[src/rtl/remote_auth_pkg.sv]
// Constants and carrier types for the remote access challenge gate
package remote_auth_pkg;
	localparam int PW_MAX = 16;
	localparam int IDX_W = 5;
	localparam int CHAL_LEN = 6;
	localparam int CHAL_LINES = 3;
	localparam int MAX_TRIES = 3;
	localparam int LOCK_MIN = 15;
	localparam int CLK_MHZ = 100;
	localparam longint LOCK_CYC = longint'(LOCK_MIN) * 60 * CLK_MHZ * 1000000;
	localparam logic [15:0] LFSR_SEED = 16'hACE1;
	localparam logic [15:0] LFSR_TAPS = 16'hB400;

	typedef enum logic [4:0] {
		ST_IDLE = 5'b0_0001,
		ST_CHAL = 5'b0_0010,
		ST_REPLY = 5'b0_0100,
		ST_OPEN = 5'b0_1000,
		ST_DROP = 5'b1_0000
	} auth_state_t;

	// Command classes handed over by the command parser
	typedef enum logic [1:0] {
		CMD_PLAIN = 2'h0,
		CMD_LISTING = 2'h1,
		CMD_QUERY = 2'h2,
		CMD_RESET = 2'h3
	} cmd_class_t;

	typedef struct packed {
		logic valid;
		cmd_class_t cls;
		logic [7:0] data;
	} cmd_t;

	typedef struct packed {
		logic valid;
		logic last;
		logic [IDX_W-1:0] pos;
	} chal_t;
endpackage

[src/rtl/remote_access_challenge_auth.sv]
// Challenge-response gate in front of the command set for a remote station
// How it works
// Refuse access without password and remote callsign
// On connect send three lines of positions
// Station picks one line, maps positions to characters
// Station replies one character per position
// Compare case-sensitive, spaces count as characters
// Wrong reply triggers fresh three lines
// Three failures: drop link, lock fifteen minutes
// Disconnect mid-challenge also starts lockout
// Authenticated session passes every command through
// Reset-causing command ends the remote session
// Ordered-link data goes to serial port
// Listing returns nothing, single query returns setting
// Positions pseudo-random within stored password length
`timescale 1ns/1ps
module remote_access_challenge_auth
	import remote_auth_pkg::*;
#(
	parameter longint LOCK_CYCLES = LOCK_CYC
) (
	// Clock and reset
	input wire logic clk,
	input wire logic rstn,
	// Configuration
	input wire logic [PW_MAX*8-1:0] password_text,
	input wire logic [IDX_W-1:0] password_len,
	input wire logic remote_access_callsign_set,
	// Link events
	input wire logic link_connect,
	input wire logic link_disconnect,
	// Reply characters from the station
	input wire logic rx_valid,
	input wire logic [7:0] rx_char,
	input wire logic rx_eol,
	// Commands from the parsed session
	input wire cmd_t cmd_in,
	// Data from links ordered by the remote session
	input wire logic fwd_valid,
	input wire logic [7:0] fwd_char,
	// Challenge output
	output chal_t chal_out,
	// Link control
	output logic link_drop,
	output logic connect_refuse,
	output logic session_open,
	// Command pass-through
	output cmd_t cmd_out,
	output logic resp_enable,
	// Serial port
	output logic serial_valid,
	output logic [7:0] serial_char
);
	localparam int CNT_W = 40;
	localparam int TRY_W = 2;
	localparam int SLOTS = CHAL_LINES * CHAL_LEN;

	typedef struct packed {
		auth_state_t st;
		logic [15:0] lfsr;
		logic [SLOTS*IDX_W-1:0] slot;
		logic [4:0] emit;
		logic [2:0] rpos;
		logic [CHAL_LINES-1:0] match;
		logic [TRY_W-1:0] tries;
		logic [CNT_W-1:0] lock;
		chal_t chal;
		logic drop;
		logic refuse;
		logic open;
		cmd_t cmd;
		logic resp;
		logic sv;
		logic [7:0] sc;
	} state_t;

	state_t r, n;

	function automatic logic [15:0] lfsr_step(input logic [15:0] v);
		lfsr_step = v[0] ? ((v >> 1) ^ LFSR_TAPS) : (v >> 1);
	endfunction

	// Modulo by length keeps every position inside the password
	function automatic logic [IDX_W-1:0] pick(input logic [15:0] v,
			input logic [IDX_W-1:0] len);
		logic [15:0] m;
		m = v % {11'h000, len};
		pick = m[IDX_W-1:0] + 5'h01;
	endfunction

	function automatic logic [7:0] pw_char(input logic [PW_MAX*8-1:0] pw,
			input logic [IDX_W-1:0] p);
		pw_char = pw[(p-5'h01)*8 +: 8];
	endfunction

	wire logic cfg_ok = (password_len != '0) && remote_access_callsign_set;
	wire logic locked = r.lock != '0;
	// One draw feeds both the stored slot and the number sent
	wire logic [IDX_W-1:0] draw = pick(r.lfsr, password_len);

	always_comb begin
		n = r;
		n.lfsr = lfsr_step(r.lfsr);
		n.chal = '0;
		n.drop = 1'b0;
		n.refuse = 1'b0;
		n.cmd = '0;
		n.sv = 1'b0;
		if (locked) begin
			n.lock = r.lock - 40'h00_0000_0001;
		end
		case (r.st)
			ST_IDLE: begin
				n.open = 1'b0;
				n.resp = 1'b0;
				if (link_connect) begin
					if (!cfg_ok || locked) begin
						n.refuse = 1'b1;
						n.drop = 1'b1;
					end else begin
						n.tries = '0;
						n.emit = '0;
						n.st = ST_CHAL;
					end
				end
			end
			ST_CHAL: begin
				// One fresh position per cycle, sent as it is drawn
				n.slot[r.emit*IDX_W +: IDX_W] = draw;
				n.chal.valid = 1'b1;
				n.chal.pos = draw;
				n.chal.last = (r.emit % CHAL_LEN) == CHAL_LEN - 1;
				if (r.emit == 5'(SLOTS - 1)) begin
					n.st = ST_REPLY;
					n.rpos = '0;
					n.match = '1;
				end else begin
					n.emit = r.emit + 5'h01;
				end
			end
			ST_REPLY: begin
				if (rx_valid && r.rpos < 3'(CHAL_LEN)) begin
					for (int l = 0; l < CHAL_LINES; l++) begin
						// Exact byte compare: case and spaces both matter
						if (rx_char != pw_char(password_text,
								r.slot[(l*CHAL_LEN + r.rpos)*IDX_W +: IDX_W]))
							n.match[l] = 1'b0;
					end
					n.rpos = r.rpos + 3'h1;
				end else if (rx_valid) begin
					n.match = '0;
				end
				if (rx_eol) begin
					if (r.rpos == 3'(CHAL_LEN) && r.match != '0) begin
						n.st = ST_OPEN;
						n.open = 1'b1;
					end else if (r.tries == TRY_W'(MAX_TRIES - 1)) begin
						n.st = ST_DROP;
					end else begin
						n.tries = r.tries + 2'h1;
						n.emit = '0;
						n.st = ST_CHAL;
					end
				end
			end
			ST_OPEN: begin
				n.resp = 1'b1;
				if (cmd_in.valid) begin
					n.cmd = cmd_in;
					// Listing too large for the link, so its text is muted
					n.resp = cmd_in.cls != CMD_LISTING;
					if (cmd_in.cls == CMD_RESET) begin
						n.drop = 1'b1;
						n.open = 1'b0;
						n.st = ST_IDLE;
					end
				end
			end
			ST_DROP: begin
				n.drop = 1'b1;
				n.lock = CNT_W'(LOCK_CYCLES);
				n.st = ST_IDLE;
			end
			default: begin
				n.st = ST_IDLE;
			end
		endcase
		if (link_disconnect && (r.st == ST_CHAL || r.st == ST_REPLY)) begin
			n.lock = CNT_W'(LOCK_CYCLES);
			n.st = ST_IDLE;
		end else if (link_disconnect && r.st == ST_OPEN) begin
			n.open = 1'b0;
			n.st = ST_IDLE;
		end
		if (fwd_valid) begin
			n.sv = 1'b1;
			n.sc = fwd_char;
		end
	end

	always_ff @(posedge clk) begin
		if (!rstn) begin
			r <= '0;
			r.st <= ST_IDLE;
			r.lfsr <= LFSR_SEED;
		end else begin
			r <= n;
		end
	end

	assign chal_out = r.chal;
	assign link_drop = r.drop;
	assign connect_refuse = r.refuse;
	assign session_open = r.open;
	assign cmd_out = r.cmd;
	assign resp_enable = r.resp;
	assign serial_valid = r.sv;
	assign serial_char = r.sc;

	refuse_cfg_a: assert property (@(posedge clk) disable iff (!rstn)
		(r.st == ST_IDLE && link_connect && !cfg_ok) |=> connect_refuse)
		else $error("connect without config not refused");
	chal_count_a: assert property (@(posedge clk) disable iff (!rstn)
		$rose(r.st == ST_REPLY) |-> (chal_out.valid && chal_out.last
		&& $past(chal_out.last, 6) && $past(chal_out.last, 12)
		&& $past(chal_out.valid, 17) && !$past(chal_out.valid, 18)))
		else $error("challenge set is not three lines of six");
	pos_range_a: assert property (@(posedge clk) disable iff (!rstn)
		chal_out.valid |-> (chal_out.pos >= 5'h01
		&& chal_out.pos <= password_len))
		else $error("challenge position out of range");
	retry_a: assert property (@(posedge clk) disable iff (!rstn)
		(r.st == ST_REPLY && rx_eol && n.st == ST_CHAL) |=> ##1 chal_out.valid)
		else $error("no fresh challenge after bad reply");
	lock_drop_a: assert property (@(posedge clk) disable iff (!rstn)
		(r.st == ST_DROP) |=> (link_drop && locked))
		else $error("third failure did not drop and lock");
	lock_refuse_a: assert property (@(posedge clk) disable iff (!rstn)
		(locked && r.st == ST_IDLE && link_connect) |=> connect_refuse)
		else $error("connect accepted during lockout");
	disc_lock_a: assert property (@(posedge clk) disable iff (!rstn)
		(link_disconnect && (r.st == ST_CHAL || r.st == ST_REPLY)) |=> locked)
		else $error("disconnect mid-challenge not penalised");
	pass_cmd_a: assert property (@(posedge clk) disable iff (!rstn)
		(r.st == ST_OPEN && cmd_in.valid) |=> (cmd_out == $past(cmd_in)))
		else $error("command not passed through");
	reset_end_a: assert property (@(posedge clk) disable iff (!rstn)
		(r.st == ST_OPEN && cmd_in.valid && cmd_in.cls == CMD_RESET)
		|=> (link_drop && !session_open))
		else $error("reset command kept session");
	serial_fwd_a: assert property (@(posedge clk) disable iff (!rstn)
		fwd_valid |=> (serial_valid && serial_char == $past(fwd_char)))
		else $error("link data not sent to serial");
	listing_mute_a: assert property (@(posedge clk) disable iff (!rstn)
		(r.st == ST_OPEN && cmd_in.valid && cmd_in.cls == CMD_LISTING)
		|=> !resp_enable)
		else $error("listing response not muted");

	chal_first_a: assert property (@(posedge clk) disable iff (!rstn)
		(r.st == ST_IDLE && link_connect && cfg_ok && !locked)
		|=> ##1 chal_out.valid)
		else $error("challenge not sent after connect");
	refuse_idle_a: assert property (@(posedge clk) disable iff (!rstn)
		(r.st == ST_IDLE && link_connect && !cfg_ok) |=> (r.st == ST_IDLE))
		else $error("unconfigured connect left idle");
	refuse_drop_a: assert property (@(posedge clk) disable iff (!rstn)
		connect_refuse |-> link_drop)
		else $error("refused connect not dropped");
	gate_closed_a: assert property (@(posedge clk) disable iff (!rstn)
		(r.st != ST_OPEN) |=> !cmd_out.valid)
		else $error("command passed without access");
	idle_quiet_a: assert property (@(posedge clk) disable iff (!rstn)
		(r.st == ST_IDLE) |=> !resp_enable)
		else $error("responses enabled without access");
	short_reply_a: assert property (@(posedge clk) disable iff (!rstn)
		(r.st == ST_REPLY && rx_eol && r.rpos != 3'(CHAL_LEN))
		|=> !session_open)
		else $error("short reply opened the session");
	third_fail_a: assert property (@(posedge clk) disable iff (!rstn)
		(r.st == ST_REPLY && rx_eol && !link_disconnect
		&& r.tries == TRY_W'(MAX_TRIES - 1) && r.rpos != 3'(CHAL_LEN))
		|=> (r.st == ST_DROP))
		else $error("third failure did not end the attempt");
	lock_start_a: assert property (@(posedge clk) disable iff (!rstn)
		$rose(locked) |-> (r.lock == CNT_W'(LOCK_CYCLES)))
		else $error("lockout did not start at full length");
	lock_down_a: assert property (@(posedge clk) disable iff (!rstn)
		(locked && r.st == ST_IDLE) |=> (r.lock < $past(r.lock)))
		else $error("lockout counter not running");
	chal_unlocked_a: assert property (@(posedge clk) disable iff (!rstn)
		(r.st == ST_CHAL || r.st == ST_REPLY) |-> !locked)
		else $error("challenge running during lockout");
	drop_idle_a: assert property (@(posedge clk) disable iff (!rstn)
		(r.st == ST_OPEN && cmd_in.valid && cmd_in.cls == CMD_RESET)
		|=> (r.st == ST_IDLE))
		else $error("reset command left the gate open");
	serial_only_a: assert property (@(posedge clk) disable iff (!rstn)
		!fwd_valid |=> !serial_valid)
		else $error("serial output without link data");
	query_resp_a: assert property (@(posedge clk) disable iff (!rstn)
		(r.st == ST_OPEN && cmd_in.valid && cmd_in.cls == CMD_QUERY)
		|=> resp_enable)
		else $error("single query response muted");
	open_resp_a: assert property (@(posedge clk) disable iff (!rstn)
		($rose(session_open) && !cmd_in.valid) |=> resp_enable)
		else $error("responses not enabled after access");
endmodule

[config.mk]
export PLATFORM = sky130hd
export DESIGN_NAME = remote_access_challenge_auth
export DESIGN_NICKNAME = d
export VERILOG_FILES = /design/src/rtl/remote_auth_pkg.sv /design/src/rtl/remote_access_challenge_auth.sv
export SDC_FILE = /design/constraint.sdc
export NUM_CORES = 1
export LEC_CHECK = 0
export BUFFER_PORTS_ARGS = -buffer_cell sky130_fd_sc_hd__buf_2
export CAP_MARGIN = 0
export CORE_ASPECT_RATIO = 0.7
export CORE_MARGIN = 2
export CORE_UTILIZATION = 45
export DETAILED_ROUTE_END_ITERATION = 7
export PLACE_DENSITY = 0.72
export SLEW_MARGIN = 40
export SYNTH_ARGS = -nofsm -noshare
export SYNTH_HDL_FRONTEND = slang
export SYNTH_SLANG_ARGS = --single-unit
[constraint.sdc]
create_clock -name clk -period 32.1 [get_ports clk]
set_input_delay 3.21 -clock clk [delete_from_list [all_inputs] [get_ports clk]]
set_output_delay 3.21 -clock clk [all_outputs]
set_load 0.05 [all_outputs]
# --- Word-level counts from Yosys, hierarchy flattened ---
# Index checks and enable logic that the tools add are counted.
op_classes:
  mul: 4
  magnitude_cmp: 1
  shift: 8
  div_mod_pow: 2
  n_mux: 50
  bitwise: 2
  addsub: 11
  n_eq_ne: 28
  n_reduce_logical: 29
op_table:
  columns: ["operator", "count"]
  rows:
  - ["$shiftx A128 B33 Y8", 3]
  - ["$mux W37", 3]
  - ["$bwmux W90", 1]
  - ["$shift A5 B34 Y90 const A", 1]
  - ["$shiftx A5 B34 Y90", 1]
  - ["$shiftx A90 B7 Y5", 1]
  - ["$shiftx A90 B8 Y5", 1]
  - ["$shiftx A90 B9 Y5", 1]
  - ["$mux W5", 14]
  - ["$reduce_bool A40 Y1", 1]
  - ["$sub A40 B1 Y40 const B", 1]
  - ["$neg A8 Y34", 1]
  - ["$eq A32 B3 Y1 const B", 1]
  - ["$mod A5 B3 Y32 const B", 1]
  - ["$ne A8 B8 Y1", 3]
  - ["$ne A2 B2 Y1 const B", 10]
  - ["$pmux W5 S4", 1]
  - ["$sub A5 B1 Y6 const B", 3]
  - ["$mod A16 B5 Y16", 1]
  - ["$mul A5 B3 Y8 const B", 2]
  - ["$mux W16", 1]
  - ["$pmux W5 S3", 1]
  - ["$mux W2", 7]
  - ["$mux W13", 1]
  - ["other kinds (40)", 74]
word_totals:
  out_inout_bits: 31
  ff_bits: 195
  word_cells: 158

# --- Logic depth before layout (Yosys ltp) ---
depth:
  ltp_word: 9
  depth_mapped: 157

# --- Least setup slack after synthesis ---
# No wires, ideal clock.
synth_path:
  kind: "input port to flip-flop"
  start: "input port password_len[0]"
  end: "register r[91] in the netlist's numbering"
  t_arrival_ns: 32.413
  stages: 149
  t_required_ns: 32.026
  setup_time_ns: 0.074
  slack_ns: -0.388
  path_cell_list: "inv_1 ha_1 nor3b_1 a22oi_1 nand2_1 ha_1 or3_1 nand4_1 nand2b_1 ha_1 or2_1 o221ai_1 nand3_1 a21boi_0 ha_1 o211a_1 o21ai_1 a21oi_1 (+113 left out) ha_1 nor2b_1 o21ai_0 nand2b_1 a41o_1 a21oi_1 o211a_1 o2111a_2 nand3_4 mux2i_1 buf_2 ha_1 inv_1 or4_4 a2111oi_4 buf_6 o21ai_0 o21ai_0"
synth_via:
  elab_chain_len: 4
synth_lines:
  columns: ["item", "line_no", "rtl"]
  rows:
  - ["start, declared", "remote_access_challenge_auth.sv:27", "input wire logic [IDX_W-1:0] password_len,"]
  - ["$mod A16 B5 Y16", "remote_access_challenge_auth.sv:87", "m = v % {11'h000, len};"]
  - ["$add A5 B1 Y5", "remote_access_challenge_auth.sv:88", "pick = m[IDX_W-1:0] + 5'h01;"]
  - ["$shiftx A5 B34 Y90", "remote_access_challenge_auth.sv:129", "n.slot[r.emit*IDX_W +: IDX_W] = draw;"]
  - ["$bwmux W90", "remote_access_challenge_auth.sv:129", null]
  - ["end signal, assigned", "remote_access_challenge_auth.sv:207", "r <= n;"]
  - ["end, declared", "remote_access_challenge_auth.sv:77", "state_t r, n;"]
# No other way between the ends.
# A chain may end at the register's enable or synchronous reset.

# --- Worst setup path in the final report ---
# Same ends and word-level chain as after synthesis.

==> results.md <==
- Vias: roughly 17,000
- Adder-cell share of the synthesized area: 0.0620
- Vias in the first global route: ~16,000
- Final Max Tran Viols: 0
- CP max-delay cell: or4_1
- Detailed Routing Iterations Pass 1: 6
- Dpl hpwl: 40,200 µm
- HP Class: flip-flop to flip-flop
- Die Y: 169 µm
- Antenna violations before repair: 5
- Final hold violations: 0
- Xor/xnor share of the synthesized area: 0.0406
- Most common cell type on the critical path: o21a_1
- Routed Antenna Nets: 0
- Startpoint Class: input port
- Commonest cells after routing, fill and taps aside: buf_2 (196), dfxtp_1 (194), nor2_1 (192)
- Clk_skew: 0.0108 ns
- Most common cell after layout, fill and taps aside: buf_2
- Syn Inst Count: 2,018
- Synth cell types: between 100 and 150
- Critical path type: input port to flip-flop
- CTS tree: built
- Req. time, crit path: approximately 32 ns
- WL/cell: between 15 and 20 µm
- Root Buffer: clkbuf_16
- Critical Path Max Stage Delay: 0.57 ns
- Worst-Skew Late Latency: 0.45 ns
- CTS Sinks: 195
- Yosys warns: 0
- Critical Path End Type: flip-flop
- Hold buffers post-CTS: 0
- Tmin final: 31.24 ns
- Port Buffers: about 200
- Area of the core: about 38,000 µm²
- Syn nets: 2,272
- Mapped Area: 17,500 µm²
- H-tree Lvls: 4
- Syn_area_per_cell: between 8 and 9 µm²
- Count of final setup violators: 0
- CTS Buf Count: 17
- Drt drc: 0
- Largest net degree at the start of global routing: 100
- Flops & latches, synth: slightly below 200
- Nets: 2,488
- Slew margin rel.: 0.410
- Layout cells sized above 1: 0.291
- Initial Util: 0.456
- Final worst path period share: 0.973
- First-pass GRT wire length: 83,600 µm
- Max-Cap Viols: 0
- Hold WS: 0.454 ns
- Via-to-Cell Ratio: 6.29
- Sequential area share after synthesis: 0.223
- Wirelength, routed: ~54,000 µm
- Die ar.: 40,500 µm²
- CP Data Arrival Time: 31.61 ns
- Crit Path Max Fanout: 9
- Run status: finished, final reports clean
- All-Layer GR Usage: 0.256
- EDFF count, synth: 0
- Post-Synth Simple-Gate Area: 0.199
- Compound-cell area share of the yosys netlist: 0.205
- Post-synthesis mux area share: 0.222
- I/O pins: just under 200
- Routability cong.: 0.912
- Slew @ Worst Pin: 0.873 ns
- Largest family of logic cells by synthesized area: multiplexers
- Num rows: 60
- Die Width: 240 µm
- Top_reg_cell synth: dfxtp_1
- CTS clk-pin slew, worst paths: 0.07 ns
- Clock Path Buffers: 2
- Gr ovfl total: 0
- Area Growth Syn to Fin: 18.6%
- FMAX: approximately 32 MHz
- Initial DRC count: 1,846
- Asr flop ratio synth: 0
==> per-stage QoR <==
stage          utilization  cells  setup WS (ns)  instance area, µm²  setup TNS, ns
6_report             0.541   2777          0.855               20700              0
5_1_grt              0.541   2776         -0.516               20700         -13.48
4_1_cts              0.519   2722         0.0620               19900              0
3_5_place_dp         0.500   2682          -1.76               19200         -79.74
3_3_place_gp         0.499   2682         -0.416               19100          -7.11
2_1_floorplan            -   2018         0.0298               17500              0
==> layer usage <==
layer  wire length [µm]  GRT usage
met2              23500      0.373
met4                975     0.0609
met3               5480     0.0517
met5                 27          0
met1              24200      0.384
==> cell families after synthesis <==
| group | count (synthesis) |
|---|---|
| muxes | 223 |
| DFF | 195 |
| AOI/OAI and AO/OA | 552 |
| buffers and inverters | 187 |
| adders and majority gates | 86 |
| xor gates and xnor gates | 81 |
| and+or+nand+nor | 694 |
==> state kept, by name, summed over array words and instances (netlist names) <==
signal	flops
serial_valid	1
connect_refuse	1
resp_enable	1
serial_char	8
link_drop	1
cmd_out	11
session_open	1
chal_out	7
r	164
==> layout make-up <==
class	instances	area [µm²]
Sequential cell	195	3910
Clock inverter	11	113
Timing Repair Buffer	331	2040
Multi-Input combinational cell	1636	13300
Tap cell	527	659
Fill cell	3414	17600
Inverter	53	203
Clock buffer	21	480
Antenna cell	3	7.51
==> critical path: cells and delay by family <==
family	cells	cell delay, ns
compound gates	61	10.46
mux	9	2.37
buf+inv	9	1.21
simple gates	50	9.50
fa+ha+maj	17	4.81
==> cells in the mapped netlist, types with 52 or more instances <==
library cell,count,area [µm²]
nor2_1,202,758
dfxtp_1,195,3900
nand2_1,167,627
a21oi_1,138,691
o21ai_0,136,681
mux4_2,128,2880
clkbuf_1,87,327
ha_1,85,1060
mux2i_1,77,771
nor3_1,61,305
xnor2_1,55,482
inv_1,52,195
==> what timing repair did <==
| item | 4_1_cts | 5_1_grt |
|---|---|---|
| cloned | 0 | 1 |
| resized for setup | 23 | 91 |
| pin swaps | 5 | 70 |
| setup buffers | 8 | 51 |
| setup endpoints to repair | 75 | 95 |
==> path summary, 6_finish.rpt <==
path	start	end	slack (ns)	depth (start not counted)
hold / removal	r[101]	r[101]	0.45	2
setup / recovery	password_len[0]	r[91]	0.86	146
setup reg to reg	r[189]	r[91]	3.44	144
hold reg to reg	r[101]	r[101]	0.45	2
Power is left out: the tool's default activity adds up to more than one toggle a clock period on the data nets, which glitch-free logic cannot reach.
